--- src/verilog/mm_timer_defines.svh ---
// Constants for the eight-bit multimode timer: register map, fields, resets, timing.
`ifndef MM_TIMER_DEFINES_SVH
`define MM_TIMER_DEFINES_SVH

`define ADDR_COMPARE      4'h0
`define ADDR_CONTROL      4'h1
`define ADDR_STATUS       4'h2
`define ADDR_MASK         4'h3
`define ADDR_COUNT        4'h4

`define CTRL_MODE_LSB     0
`define CTRL_MODE_MSB     1
`define CTRL_CLK_LSB      2
`define CTRL_CLK_MSB      4
`define CTRL_RUN_BIT      5
`define CTRL_DIVSTAGE_BIT 6

`define COMPARE_RESET     8'hFF
`define CONTROL_RESET     8'h00
`define MASK_RESET        2'h0
`define COUNT_MAX         8'hFF
`define COUNT_ZERO        8'h00

`define STAT_MATCH_BIT    0
`define STAT_OVF_BIT      1

`define PRESCALE_WIDTH    13
`define EXT_SOURCE        3'h7

`define STATUS_NONE       2'h0
`define DATA_RESET        8'h00

`define PRESC_EXP_SEL0    4'hB
`define PRESC_EXP_SEL1    4'h7
`define PRESC_EXP_SEL2    4'h5
`define PRESC_EXP_SEL3    4'h3
`define PRESC_EXP_SEL4    4'h2
`define PRESC_EXP_SEL5    4'h1
`define PRESC_EXP_FAST    4'h0

`endif

--- src/verilog/mm_timer_pkg.sv ---
// Types shared by the eight-bit multimode timer modules.
`default_nettype none
package mm_timer_pkg;
	typedef enum logic [1:0] {
		MODE_TIMER = 2'h0,
		MODE_RSVD  = 2'h1,
		MODE_DIV   = 2'h2,
		MODE_PWM   = 2'h3
	} op_mode_e;
endpackage
`default_nettype wire

--- src/verilog/count_tick_if.sv ---
// Count tick bundle between the edge/prescale unit and the timer core.
`default_nettype none
interface count_tick_if;
	logic count_tick;
	logic fall_tick;
	modport source (output count_tick, output fall_tick);
	modport sink   (input count_tick, input fall_tick);
endinterface
`default_nettype wire

--- src/verilog/tick_source.sv ---
// Prescaler and external input edge detection that produce count ticks.
`include "mm_timer_defines.svh"
`default_nettype none
module tick_source #(
	parameter int PW = `PRESCALE_WIDTH
) (
	input  wire logic       ref_clk,
	input  wire logic       reset,
	input  wire logic       run_control,
	input  wire logic [2:0] source_clock_select,
	input  wire logic       divider_stage_select,
	input  wire logic       external_count_input,
	count_tick_if.source    ticks
);
	logic [PW-1:0] prescale;
	logic          sync_a;
	logic          sync_b;
	logic          sync_c;
	logic [3:0]    tap;
	logic          ext_sel;

	// Free-running prescaler; cleared while stopped so the first period is full.
	always_ff @(posedge ref_clk) begin
		if (reset || !run_control) begin
			prescale <= '0;
		end else begin
			prescale <= prescale + 1'b1;
		end
	end

	// Two-flop synchroniser; edges are taken only from the second and third flops.
	always_ff @(posedge ref_clk) begin
		if (reset) begin
			sync_a <= 1'b0;
			sync_b <= 1'b0;
			sync_c <= 1'b0;
		end else begin
			sync_a <= external_count_input;
			sync_b <= sync_a;
			sync_c <= sync_b;
		end
	end

	// Divide exponent per select code; the stage bit adds one more halving.
	always_comb begin
		unique case (source_clock_select)
			3'h0:    tap = `PRESC_EXP_SEL0;
			3'h1:    tap = `PRESC_EXP_SEL1;
			3'h2:    tap = `PRESC_EXP_SEL2;
			3'h3:    tap = `PRESC_EXP_SEL3;
			3'h4:    tap = `PRESC_EXP_SEL4;
			3'h5:    tap = `PRESC_EXP_SEL5;
			default: tap = `PRESC_EXP_FAST;
		endcase
		tap = tap + {3'h0, divider_stage_select};
	end

	assign ext_sel = (source_clock_select == `EXT_SOURCE);

	// A tick is one cycle where all low bits below the tap are ones.
	always_comb begin
		logic [PW-1:0] m;
		m = '0;
		m = (PW'(1) << tap) - PW'(1);
		if (ext_sel) begin
			ticks.count_tick = run_control && sync_b && !sync_c;
			ticks.fall_tick  = run_control && !sync_b && sync_c;
		end else begin
			ticks.count_tick = run_control && ((prescale & m) == m);
			ticks.fall_tick  = 1'b0;
		end
	end
endmodule
`default_nettype wire

--- src/verilog/eight_bit_multimode_timer.sv ---
// Eight-bit multimode timer with Wishbone register access and interrupt output.
// Operation
// - Timer mode counts prescaled ticks; match raises interrupt, clears, continues.
// - Event mode counts rising edges of the external input.
// - Event mode checks match on the falling edge after reaching compare.
// - Divider mode toggles output on match, interrupts, clears, continues.
// - Divider output is high while stopped.
// - PWM output goes low on match, high and interrupt on overflow.
// - PWM output is high while stopped.
// - PWM compare writes take effect only at end of cycle.
// - Starting the timer loads the written compare value.
// - Mode field: 00 timer/event, 10 divider, 11 PWM, 01 reserved.
// - Run bit one counts; zero stops and clears the counter.
// - Entering stop state clears the run bit.
//
// The register offsets and register access over Wishbone were chosen for this implementation.
`include "mm_timer_defines.svh"
`default_nettype none
module eight_bit_multimode_timer (
	input  wire logic       ref_clk,
	input  wire logic       reset,
	input  wire logic [3:0] wb_adr_i,
	input  wire logic [7:0] wb_dat_i,
	output logic      [7:0] wb_dat_o,
	input  wire logic       wb_we_i,
	input  wire logic       wb_sel_i,
	input  wire logic       wb_cyc_i,
	input  wire logic       wb_stb_i,
	output logic            wb_ack_o,
	input  wire logic       stop_entry,
	input  wire logic       external_count_input,
	output logic            divider_output_pin,
	output logic            pwm_output_pin_n,
	output logic            match_irq
);
	logic [7:0] compare_value_reg;
	logic [7:0] active_compare;
	logic [7:0] timer_control_reg;
	logic [7:0] count;
	logic [1:0] status;
	logic [1:0] mask;
	logic       run_d;
	logic       match_ev;
	logic       ovf_ev;
	logic       wr_stb;
	logic       rd_stb;
	logic       run_control;
	logic [2:0] source_clock_select;
	logic       divider_stage_select;
	mm_timer_pkg::op_mode_e operating_mode_select;
	logic [7:0] next_count;

	count_tick_if tk ();

	assign run_control          = timer_control_reg[`CTRL_RUN_BIT];
	assign source_clock_select  = timer_control_reg[`CTRL_CLK_MSB:`CTRL_CLK_LSB];
	assign divider_stage_select = timer_control_reg[`CTRL_DIVSTAGE_BIT];
	assign operating_mode_select =
		mm_timer_pkg::op_mode_e'(timer_control_reg[`CTRL_MODE_MSB:`CTRL_MODE_LSB]);

	tick_source u_ticks (
		.ref_clk              (ref_clk),
		.reset                (reset),
		.run_control          (run_control),
		.source_clock_select  (source_clock_select),
		.divider_stage_select (divider_stage_select),
		.external_count_input (external_count_input),
		.ticks                (tk.source)
	);

	// Bus strobes: a new access is taken only when ack is low, giving one wait state.
	assign wr_stb = wb_cyc_i && wb_stb_i && wb_we_i && !wb_ack_o && wb_sel_i;
	assign rd_stb = wb_cyc_i && wb_stb_i && !wb_we_i && !wb_ack_o;

	// Single-cycle ack, dropped the cycle after it is given.
	always_ff @(posedge ref_clk) begin
		if (reset) begin
			wb_ack_o <= 1'b0;
		end else begin
			wb_ack_o <= wb_cyc_i && wb_stb_i && !wb_ack_o;
		end
	end

	// Read mux; unmapped addresses read zero. Status read clears below.
	always_ff @(posedge ref_clk) begin
		if (reset) begin
			wb_dat_o <= `DATA_RESET;
		end else if (rd_stb) begin
			unique case (wb_adr_i)
				`ADDR_COMPARE: wb_dat_o <= compare_value_reg;
				`ADDR_CONTROL: wb_dat_o <= {2'h0, timer_control_reg[`CTRL_RUN_BIT:0]};
				`ADDR_STATUS:  wb_dat_o <= {6'h00, status};
				`ADDR_MASK:    wb_dat_o <= {6'h00, mask};
				`ADDR_COUNT:   wb_dat_o <= count;
				default:       wb_dat_o <= 8'h00;
			endcase
		end
	end

	// Compare buffer register as seen by software.
	always_ff @(posedge ref_clk) begin
		if (reset) begin
			compare_value_reg <= `COMPARE_RESET;
		end else if (wr_stb && wb_adr_i == `ADDR_COMPARE) begin
			compare_value_reg <= wb_dat_i;
		end
	end

	// Control register; stop entry forces the run bit low and wins over a write.
	always_ff @(posedge ref_clk) begin
		if (reset) begin
			timer_control_reg <= `CONTROL_RESET;
		end else begin
			if (wr_stb && wb_adr_i == `ADDR_CONTROL) begin
				timer_control_reg <= wb_dat_i;
			end
			if (stop_entry) begin
				timer_control_reg[`CTRL_RUN_BIT] <= 1'b0;
			end
		end
	end

	// Interrupt mask register.
	always_ff @(posedge ref_clk) begin
		if (reset) begin
			mask <= `MASK_RESET;
		end else if (wr_stb && wb_adr_i == `ADDR_MASK) begin
			mask <= wb_dat_i[1:0];
		end
	end

	// Run bit history, used to catch the start moment.
	always_ff @(posedge ref_clk) begin
		if (reset) begin
			run_d <= 1'b0;
		end else begin
			run_d <= run_control;
		end
	end

	// Active compare stage. Outside PWM it follows the buffer directly; in PWM it
	// only updates at start or at the overflow ending a cycle, so a glitch-free
	// duty change needs no software timing beyond writing after the interrupt.
	always_ff @(posedge ref_clk) begin
		if (reset) begin
			active_compare <= `COMPARE_RESET;
		end else if (run_control && !run_d) begin
			active_compare <= compare_value_reg;
		end else if (operating_mode_select != mm_timer_pkg::MODE_PWM) begin
			active_compare <= compare_value_reg;
		end else if (ovf_ev) begin
			active_compare <= compare_value_reg;
		end
	end

	// Match and overflow events per mode.
	always_comb begin
		match_ev = 1'b0;
		ovf_ev   = 1'b0;
		unique case (operating_mode_select)
			mm_timer_pkg::MODE_TIMER: begin
				if (source_clock_select == `EXT_SOURCE) begin
					match_ev = tk.fall_tick && (count == active_compare);
				end else begin
					match_ev = tk.count_tick && (count == active_compare);
				end
			end
			mm_timer_pkg::MODE_DIV: begin
				match_ev = tk.count_tick && (count == active_compare);
			end
			mm_timer_pkg::MODE_PWM: begin
				match_ev = tk.count_tick && (count == active_compare);
				ovf_ev   = tk.count_tick && (count == `COUNT_MAX);
			end
			default: begin
				match_ev = 1'b0;
			end
		endcase
	end

	// Counter next value: match clears in non-PWM modes, PWM wraps on overflow.
	always_comb begin
		next_count = count;
		if (!run_control) begin
			next_count = `COUNT_ZERO;
		end else if (match_ev && operating_mode_select != mm_timer_pkg::MODE_PWM) begin
			next_count = `COUNT_ZERO;
		end else if (tk.count_tick && operating_mode_select != mm_timer_pkg::MODE_RSVD) begin
			next_count = count + 8'h01;
		end
	end

	// Up-counter.
	always_ff @(posedge ref_clk) begin
		if (reset) begin
			count <= `COUNT_ZERO;
		end else begin
			count <= next_count;
		end
	end

	// Divider output: toggles on match, high while stopped.
	always_ff @(posedge ref_clk) begin
		if (reset || !run_control) begin
			divider_output_pin <= 1'b1;
		end else if (match_ev && operating_mode_select == mm_timer_pkg::MODE_DIV) begin
			divider_output_pin <= !divider_output_pin;
		end
	end

	// PWM output, active low: overflow takes priority so compare FF never sticks low.
	always_ff @(posedge ref_clk) begin
		if (reset || !run_control || operating_mode_select != mm_timer_pkg::MODE_PWM) begin
			pwm_output_pin_n <= 1'b1;
		end else if (ovf_ev) begin
			pwm_output_pin_n <= 1'b1;
		end else if (match_ev) begin
			pwm_output_pin_n <= 1'b0;
		end
	end

	// Sticky status; an event in the clearing cycle survives the read.
	always_ff @(posedge ref_clk) begin
		if (reset) begin
			status <= `STATUS_NONE;
		end else begin
			if (rd_stb && wb_adr_i == `ADDR_STATUS) begin
				status <= `STATUS_NONE;
			end
			if (match_ev && operating_mode_select != mm_timer_pkg::MODE_PWM) begin
				status[`STAT_MATCH_BIT] <= 1'b1;
			end
			if (ovf_ev) begin
				status[`STAT_OVF_BIT] <= 1'b1;
			end
		end
	end

	// Level interrupt output.
	always_ff @(posedge ref_clk) begin
		if (reset) begin
			match_irq <= 1'b0;
		end else begin
			match_irq <= |(status & mask);
		end
	end

	AST_STOP_CLEARS: assert property (@(posedge ref_clk) disable iff (reset)
		!run_control |=> count == `COUNT_ZERO)
		else $error("Counter not cleared while stopped.");
	AST_DIV_HIGH: assert property (@(posedge ref_clk) disable iff (reset)
		!run_control |=> divider_output_pin)
		else $error("Divider output low while stopped.");
	AST_PWM_HIGH: assert property (@(posedge ref_clk) disable iff (reset)
		!run_control |=> pwm_output_pin_n)
		else $error("PWM output low while stopped.");
	AST_DIV_TOGGLE: assert property (@(posedge ref_clk) disable iff (reset)
		(run_control && match_ev && operating_mode_select == mm_timer_pkg::MODE_DIV
		&& !stop_entry && !(wr_stb && wb_adr_i == `ADDR_CONTROL))
		|=> divider_output_pin != $past(divider_output_pin))
		else $error("Divider output did not toggle on match.");
	AST_MATCH_CLEAR: assert property (@(posedge ref_clk) disable iff (reset)
		(match_ev && operating_mode_select != mm_timer_pkg::MODE_PWM)
		|=> count == `COUNT_ZERO)
		else $error("Counter not cleared on match.");
	AST_MATCH_STATUS: assert property (@(posedge ref_clk) disable iff (reset)
		(match_ev && operating_mode_select != mm_timer_pkg::MODE_PWM)
		|=> status[`STAT_MATCH_BIT])
		else $error("Match event not recorded.");
	AST_PWM_LOW: assert property (@(posedge ref_clk) disable iff (reset)
		(run_control && match_ev && !ovf_ev && operating_mode_select == mm_timer_pkg::MODE_PWM
		&& !stop_entry && !(wr_stb && wb_adr_i == `ADDR_CONTROL))
		|=> !pwm_output_pin_n)
		else $error("PWM output not low after match.");
	AST_PWM_RELOAD: assert property (@(posedge ref_clk) disable iff (reset)
		(run_d && operating_mode_select == mm_timer_pkg::MODE_PWM && !ovf_ev
		&& !$stable(compare_value_reg)) |-> $stable(active_compare))
		else $error("PWM compare changed mid cycle.");
	AST_START_LOAD: assert property (@(posedge ref_clk) disable iff (reset)
		(run_control && !run_d) |=> active_compare == $past(compare_value_reg))
		else $error("Compare not loaded at start.");
	AST_STOP_ENTRY: assert property (@(posedge ref_clk) disable iff (reset)
		stop_entry |=> !run_control)
		else $error("Stop entry did not clear run bit.");
	AST_EXT_COUNT: assert property (@(posedge ref_clk) disable iff (reset)
		(tk.count_tick && run_control && !match_ev && operating_mode_select ==
		mm_timer_pkg::MODE_TIMER && !stop_entry && !(wr_stb && wb_adr_i == `ADDR_CONTROL))
		|=> count == $past(count) + 8'h01)
		else $error("Counter did not advance on tick.");
endmodule
`default_nettype wire

--- config.mk ---
export PLATFORM = sky130hd
export DESIGN_NAME = eight_bit_multimode_timer
export DESIGN_NICKNAME = d
export VERILOG_FILES = /design/src/verilog/mm_timer_pkg.sv /design/src/verilog/count_tick_if.sv /design/src/verilog/tick_source.sv /design/src/verilog/eight_bit_multimode_timer.sv
export VERILOG_INCLUDE_DIRS = /design/src /design/src/verilog
export SDC_FILE = /design/constraint.sdc
export NUM_CORES = 1
export LEC_CHECK = 0
export ABC_AREA = 1
export BUFFER_PORTS_ARGS = -buffer_cell sky130_fd_sc_hd__buf_2
export CAP_MARGIN = 10
export CORE_UTILIZATION = 54
export DETAILED_ROUTE_END_ITERATION = 8
export PLACE_DENSITY = 0.79
export SYNTH_ARGS = -nofsm -noshare
export SYNTH_HDL_FRONTEND = slang
export SYNTH_SLANG_ARGS = --single-unit
--- constraint.sdc ---
create_clock -name ref_clk -period 3.1 [get_ports ref_clk]
set_input_delay 0.155 -clock ref_clk [delete_from_list [all_inputs] [get_ports ref_clk]]
set_output_delay 0.155 -clock ref_clk [all_outputs]
set_load 0.01 [all_outputs]
# After elaboration in Yosys (flattened, before gate mapping)
# Cells that the tools add are included.
[word_totals]
register_bits = 64
latch_bits = 0
ramBits = 0
romBits = 0
out_inout_bits = 12
wordCells = 99
n_memories = 0
[classes]
n_addsub = 4
multipliers = 0
div_mod_pow = 0
order_cmp = 0
eq_ne = 17
shifts = 1
n_mux = 13
bitwise = 3
reduce_logical = 43
[ops]
columns = ["operator", "n"]
rows = [
  ["one-hot mux 8 bit (5 select lines)", 1],
  ["two-way mux 8 bit", 3],
  ["one-hot mux 4 bit (6 select lines)", 1],
  ["logical AND 1 bit", 23],
  ["adder 13 x 1 -> 13 bit, second input constant", 1],
  ["AND 13 bit", 1],
  ["== test 13 bit", 1],
  ["left shift 1 x 4 -> 13 bit, first input constant", 1],
  ["subtractor 13 x 2 -> 13 bit, second input constant", 1],
  ["== test 3 bit, second input constant", 3],
  ["adder 8 x 1 -> 8 bit, second input constant", 1],
  ["== test 4 x 2 -> 1 bit, second input constant", 2],
  ["== test 8 bit", 1],
  ["== test 8 bit, second input constant", 1],
  ["OR reduction 2 bit", 4],
  ["zero test 1 bit", 7],
  ["== test 3 x 2 -> 1 bit, second input constant", 2],
  ["two-way mux 1 bit", 6],
  ["adder 4 x 1 -> 4 bit", 1],
  ["== test 2 bit, second input constant", 2],
  ["== test 4 x 1 -> 1 bit, second input constant", 1],
  ["== test 4 x 3 -> 1 bit, second input constant", 1],
  ["zero test 4 bit", 1],
  ["nonzero test 2 bit", 2],
  ["12 further kinds", 13],
]

# Longest topological paths before layout
[depth]
depth_word = 14
ltp_mapped = 27
mapped_depth_nobuf = 27

# Cells and area by module
# Synthesis repeated with hierarchy kept, for this count alone.
[hier_totals]
hier_cells = 565
hier_area_um2 = 3679.8
[by_module_without_submodules]
columns = ["module", "instances", "cells_each", "area_each_um2"]
rows = [
  ["eight_bit_multimode_timer", 1, 333, 2326.0],
  ["tick_source", 1, 232, 1353.8],
]

# Least setup slack after synthesis
# OpenSTA, ideal clock, no wires.
[synth_timing]
path_kind = "flip-flop to flip-flop"
from = "register timer_control_reg[3]"
to = "register active_compare[5]"
t_arrival_ns = 2.790
path_slack_ns = 0.181
stages_incl_launch_ff = 25
synth_period_minus_slack_ns = 2.919
cell_sequence = "dfxtp_1 inv_1 nand2_2 nand2_2 ha_1 ha_1 inv_1 nand2_1 inv_1 nand2_1 ha_1 o221ai_1 nor2_1 nand2_1 inv_1 nand2_1 nor2_1 nand3_1 nor2_2 nand2_2 nand2_4 nand2_2 buf_6 nand4_1 nand3_1"
[synth_via]
elab_chain_cells = 12
word_cells_on_any_way = 18
classes_between = "add/sub (2); eq/ne (7); shift (1); mux (3); bitwise (1); reduce/logical (4)"
[synth_rtl]
columns = ["item", "line_no", "source"]
rows = [
  ["start: declaration", "eight_bit_multimode_timer.sv:38", "logic [7:0] timer_control_reg;"],
  ["start signal: assignment", "eight_bit_multimode_timer.sv:112", "timer_control_reg <= `CONTROL_RESET;"],
  ["start signal: assignment", "eight_bit_multimode_timer.sv:115", "timer_control_reg <= wb_dat_i;"],
  ["== test 3 bit, or another cell as far along", "tick_source.sv:46", "unique case (source_clock_select)"],
  ["one-hot mux 4 bit (6 select lines)", "tick_source.sv:46", ""],
  ["adder 4 x 1 -> 4 bit", "tick_source.sv:55", "tap = tap + {3'h0, divider_stage_select};"],
  ["left shift 1 x 4 -> 13 bit", "tick_source.sv:64", "m = (PW'(1) << tap) - PW'(1);"],
  ["subtractor 13 x 2 -> 13 bit", "tick_source.sv:64", ""],
  ["AND 13 bit", "tick_source.sv:69", "ticks.count_tick = run_control && ((prescale & m) == m);"],
  ["== test 13 bit", "tick_source.sv:69", ""],
  ["logical AND 1 bit", "tick_source.sv:69", ""],
  ["two-way mux 1 bit *", "tick_source.sv:65", "if (ext_sel) begin"],
  ["logical AND 1 bit *", "eight_bit_multimode_timer.sv:173", "ovf_ev = tk.count_tick && (count == `COUNT_MAX);"],
  ["two-way mux 1 bit *", "eight_bit_multimode_timer.sv:160", "unique case (operating_mode_select)"],
  ["nonzero test 3 bit (no source line) *", "-", ""],
  ["end signal: assignment", "eight_bit_multimode_timer.sv:148", "active_compare <= compare_value_reg;"],
  ["end signal: assignment", "eight_bit_multimode_timer.sv:150", "active_compare <= compare_value_reg;"],
  ["end signal: assignment", "eight_bit_multimode_timer.sv:152", "active_compare <= compare_value_reg;"],
  ["end: declaration", "eight_bit_multimode_timer.sv:37", "logic [7:0] active_compare;"],
]
# Every way passes the cells marked *; elsewhere a longest branch is shown, timed or not.
# A chain may end at the register's enable or synchronous reset.

# Final worst setup path
[layout_timing]
from = "register timer_control_reg[3]"
to = "register count[6]"
[layout_via]
elab_chain_cells = 14
word_cells_on_any_way = 23
classes_between = "add/sub (2); eq/ne (7); shift (1); mux (5); bitwise (1); reduce/logical (7)"
[layout_rtl]
columns = ["item", "line_no", "source"]
rows = [
  ["== test 3 bit, or another cell as far along", "tick_source.sv:46", ""],
  ["one-hot mux 4 bit (6 select lines)", "tick_source.sv:46", ""],
  ["adder 4 x 1 -> 4 bit", "tick_source.sv:55", ""],
  ["left shift 1 x 4 -> 13 bit", "tick_source.sv:64", ""],
  ["subtractor 13 x 2 -> 13 bit", "tick_source.sv:64", ""],
  ["AND 13 bit", "tick_source.sv:69", ""],
  ["== test 13 bit", "tick_source.sv:69", ""],
  ["logical AND 1 bit", "tick_source.sv:69", ""],
  ["two-way mux 1 bit", "tick_source.sv:65", ""],
  ["logical AND 1 bit", "eight_bit_multimode_timer.sv:165, eight_bit_multimode_timer.sv:169, eight_bit_multimode_timer.sv:172", ""],
  ["two-way mux 1 bit", "eight_bit_multimode_timer.sv:162", "if (source_clock_select == `EXT_SOURCE) begin"],
  ["one-hot mux 1 bit (2 select lines)", "eight_bit_multimode_timer.sv:160", ""],
  ["logical AND 1 bit", "eight_bit_multimode_timer.sv:186", "end else if (match_ev && operating_mode_select != mm_timer_pkg::MODE_PWM) begin"],
  ["OR reduction 3 bit (no source line)", "-", ""],
  ["end signal: assignment", "eight_bit_multimode_timer.sv:196", "count <= `COUNT_ZERO;"],
  ["end signal: assignment", "eight_bit_multimode_timer.sv:198", "count <= next_count;"],
  ["end: declaration", "eight_bit_multimode_timer.sv:39", "logic [7:0] count;"],
]
# Parallel ways exist; a longest one is shown, timed or not.

==> impl_metrics.csv <==
group,metric,value,unit
floorplan,start_util,56.36,%
power,pwr_density_cell,386.8,mW/mm2
yosys,avgSynthCellArea,6.617,um2
critical_path,crit_required,3.33,ns
sta,skew,0.01214,ns
sta,maxClockFrequency,0.3452,GHz
layout,area_growth,19.08,%
layout,top_register,"u_ticks.prescale",
sta,post_layout_min_period,2.897,ns
global_route,grt_first_pass_wirelength,15300,um
critical_path,critPathMaxFanout,8,
run,max_cap_violations,0,
sta,final_max_slew_viol_count,0,
routing,remaining_antenna_violation_count_after_routing,0,
critical_path,setup.worst_path.start_class,"flip-flop",
yosys,synth.net_count,572,
clocking,cts-buffers-inserted,9,
routing,vias_per_cell,5.547,
floorplan,boundaryPins,32,
clocking,cts_root_buffer,"clkbuf_8",
global_route,grt.overflow.total,0,
global_route,grt_use_total,27.50,%
power,irDropWorstVdd,0.3420,mV
clocking,cts_max_level,3,
clocking,cts_max_path_buffers,2,
place,dp_worst_setup_slack,-0.06750,ns
floorplan,floorplan.die_area,0.007035,mm2
sta,finalCritPeriodShare,93.44,%
layout,drive_above_1_share,21.24,%
routing,drt_wl_total,9461,um
layout,finish.net_count,620,
yosys,synth_commonest_cells,"nand2_1 (131), inv_1 (72), dfxtp_1 (64)",
run_status,run_status,"complete, no violations",
yosys,netlist_top_cells_area,"dfxtp_1 (35%), nand2_1 (14%), inv_1 (7.5%)",
yosys,commonest_register_cell_after_synthesis,"dfxtp_1",
sta,finalSetupViolCount,0,
yosys,synth_async_sr_flop_share,0,%
floorplan,floorplan.rows,29,
min_path,holdCritPathClass,"primary input to flip-flop",
power,total_power,1.667,mW
place,place_congestion,0.9293,
yosys,yosys_reg_bits,64,
yosys,synth_top_area_share,35.40,%
clocking,cts.clk_slew.worst_paths,0.07,ns
routing,drt_pre_antenna_iters,7,
critical_path,worst-endpoint-arrival,3.13,ns
yosys,cell_area_after_technology_mapping,0.003620,mm2
floorplan,area_of_the_core,0.006422,mm2
clocking,number_of_clock_sinks_seen_by_cts,64,
global_route,grt_antenna_before_repair,0,
clocking,insertion_delay,0.35,ns
global_route,largest_net_degree_at_the_start_of_global_routing,24,
sta,relSlewSlack,58.41,%
floorplan,dieWidth,83.88,um
place,port_buffers,31,
layout,nFillCells,534,
floorplan,die_h,83.88,um
clocking,cts_tree,"yes",
critical_path,worstSetupPathType,"flip-flop to flip-flop",
sta,tightest_slew,0.6216,ns
min_path,hold_depth,3,
routing,route.detailed.wl_per_inst,14.02,um
critical_path,cpMaxStageDelayCell,"dfxtp_2",
routing,detailedRoute.firstIterationViolations,351,
yosys,synth_area_leader_cell,"dfxtp_1",
layout,largest_reg_flops,13,
routing,dr_total_vias,3744,
yosys,yosysMostFrequentCell,"nand2_1",
power,static-leakage-power,1.923,nW
layout,final_design_utilization,67.11,%
yosys,netlist-cell-type-count,38,
critical_path,worstRegToRegCells,26,
yosys,post_synth_inst_count,547,
global_route,number_of_global_route_vias_before_repair,3398,
place,dp_hpwl,7034,um
yosys,synth_enable_flop_cells,0,
yosys,synth_seq_area_share,35.40,%
yosys,yosys_warnings,0,
routing,route.detailed.drc,0,
critical_path,cp_common_cell,"nand2_4",
sta,finalHoldViolations,0,
critical_path,crit_path_max_incr_delay,0.32,ns
critical_path,critPathCaptureType,"flip-flop",
sta,finalWorstSetupSlack,0.2034,ns
layout,diodes,0,
-- per-layer routing --
metal | vias up | global-route usage (%) | wire length (um)
met1 | 1691 | 33.00 | 3983
met2 | 158 | 48.44 | 4633
li1 | 1867 | - | -
met3 | 28 | 5.638 | 625
met4 | 0 | 9.875 | 218
met5 | - | 0 | 0
-- repair_timing --
item / in CTS / in global routing
endpoints found under the hold margin: 1 / 0
pin swaps: 0 / 15
gates resized for setup: 4 / 37
hold buffers: 1 / 0
setup buffers: 0 / 6
setup endpoints to repair: 16 / 20
-- area by class of cell --
class                   count  area, um2  share of cell area [%]
flip-flops and latches     64       1287                   29.87
well taps                  77      96.34                   2.235
repair buffers             47      281.5                   6.531
clock buffers              11      141.4                   3.280
inverters                  77      294.0                   6.821
multi-input cells         396       2142                   49.70
clock inverters             3      67.56                   1.567
-- cells in the final DEF, fill, tap and decap left out, drive strengths merged, types with 11 or more instances in the layout --
master  Yosys  final
nand4      16     16
buf         3     46
inv        77     77
nand3      60     60
clkbuf      7     11
dfxtp      64     64
nor2       69     69
nand2     148    148
a21oi      28     28
o21ai      28     28
nor3       11     11
-- where the power goes --
| part | leakage, nW | internal [mW] | switching [mW] | total, mW |
|---|---|---|---|---|
| clock | 0.101 | 0.466 | 0.310 | 0.776 |
| combinational | 1.30 | 0.0232 | 0.0408 | 0.0640 |
| sequential | 0.519 | 0.825 | 0.00221 | 0.827 |
| total | 1.92 | 1.31 | 0.353 | 1.67 |
-- final timing paths --
path                                            from             end  slack (ns)
worst max-delay path            timer_control_reg[3]        count[6]        0.20
worst min register to register        u_ticks.sync_a  u_ticks.sync_b        0.43
worst max register to register  timer_control_reg[3]        count[6]        0.20
worst min-delay path            external_count_input  u_ticks.sync_a       0.004
-- per-stage QoR --
stage | area (um2) | hold slack [ns] | setup TNS [ns] | std cells
floorplan | 3620 | 0.2447 | 0 | 547
global placement | 3894 | 0.3285 | 0 | 654
detailed placement | 3894 | 0.3307 | -0.4901 | 654
CTS | 4121 | 0.002015 | 0 | 669
global route | 4310 | 0.02664 | -0.2277 | 675
finish | 4310 | 0.003984 | 0 | 675
-- kinds of logic (layout without fill, tap and decap cells) --
kind of cell / count (synthesis) / count (layout) / share of synthesized area (%)
XOR/XNOR: 11 / 11 / 2.662
adder cells (fa/ha/maj): 5 / 5 / 1.728
AO/OA/AOI/OAI: 66 / 66 / 10.37
AND/OR/NAND/NOR: 314 / 314 / 40.62
buffers and inverters: 87 / 138 / 9.229
flip-flops: 64 / 64 / 35.40
-- critical path: cells and delay by family (launching register included) --
family | cells | cell delay (ns)
flip-flops | 1 | 0.32
AND/OR/NAND/NOR | 18 | 1.50
AO/OA/AOI/OAI | 1 | 0.08
buffers and inverters | 4 | 0.30
adder cells (fa/ha/maj) | 3 | 0.56
Note: power is estimated with default switching activity, not from simulation.
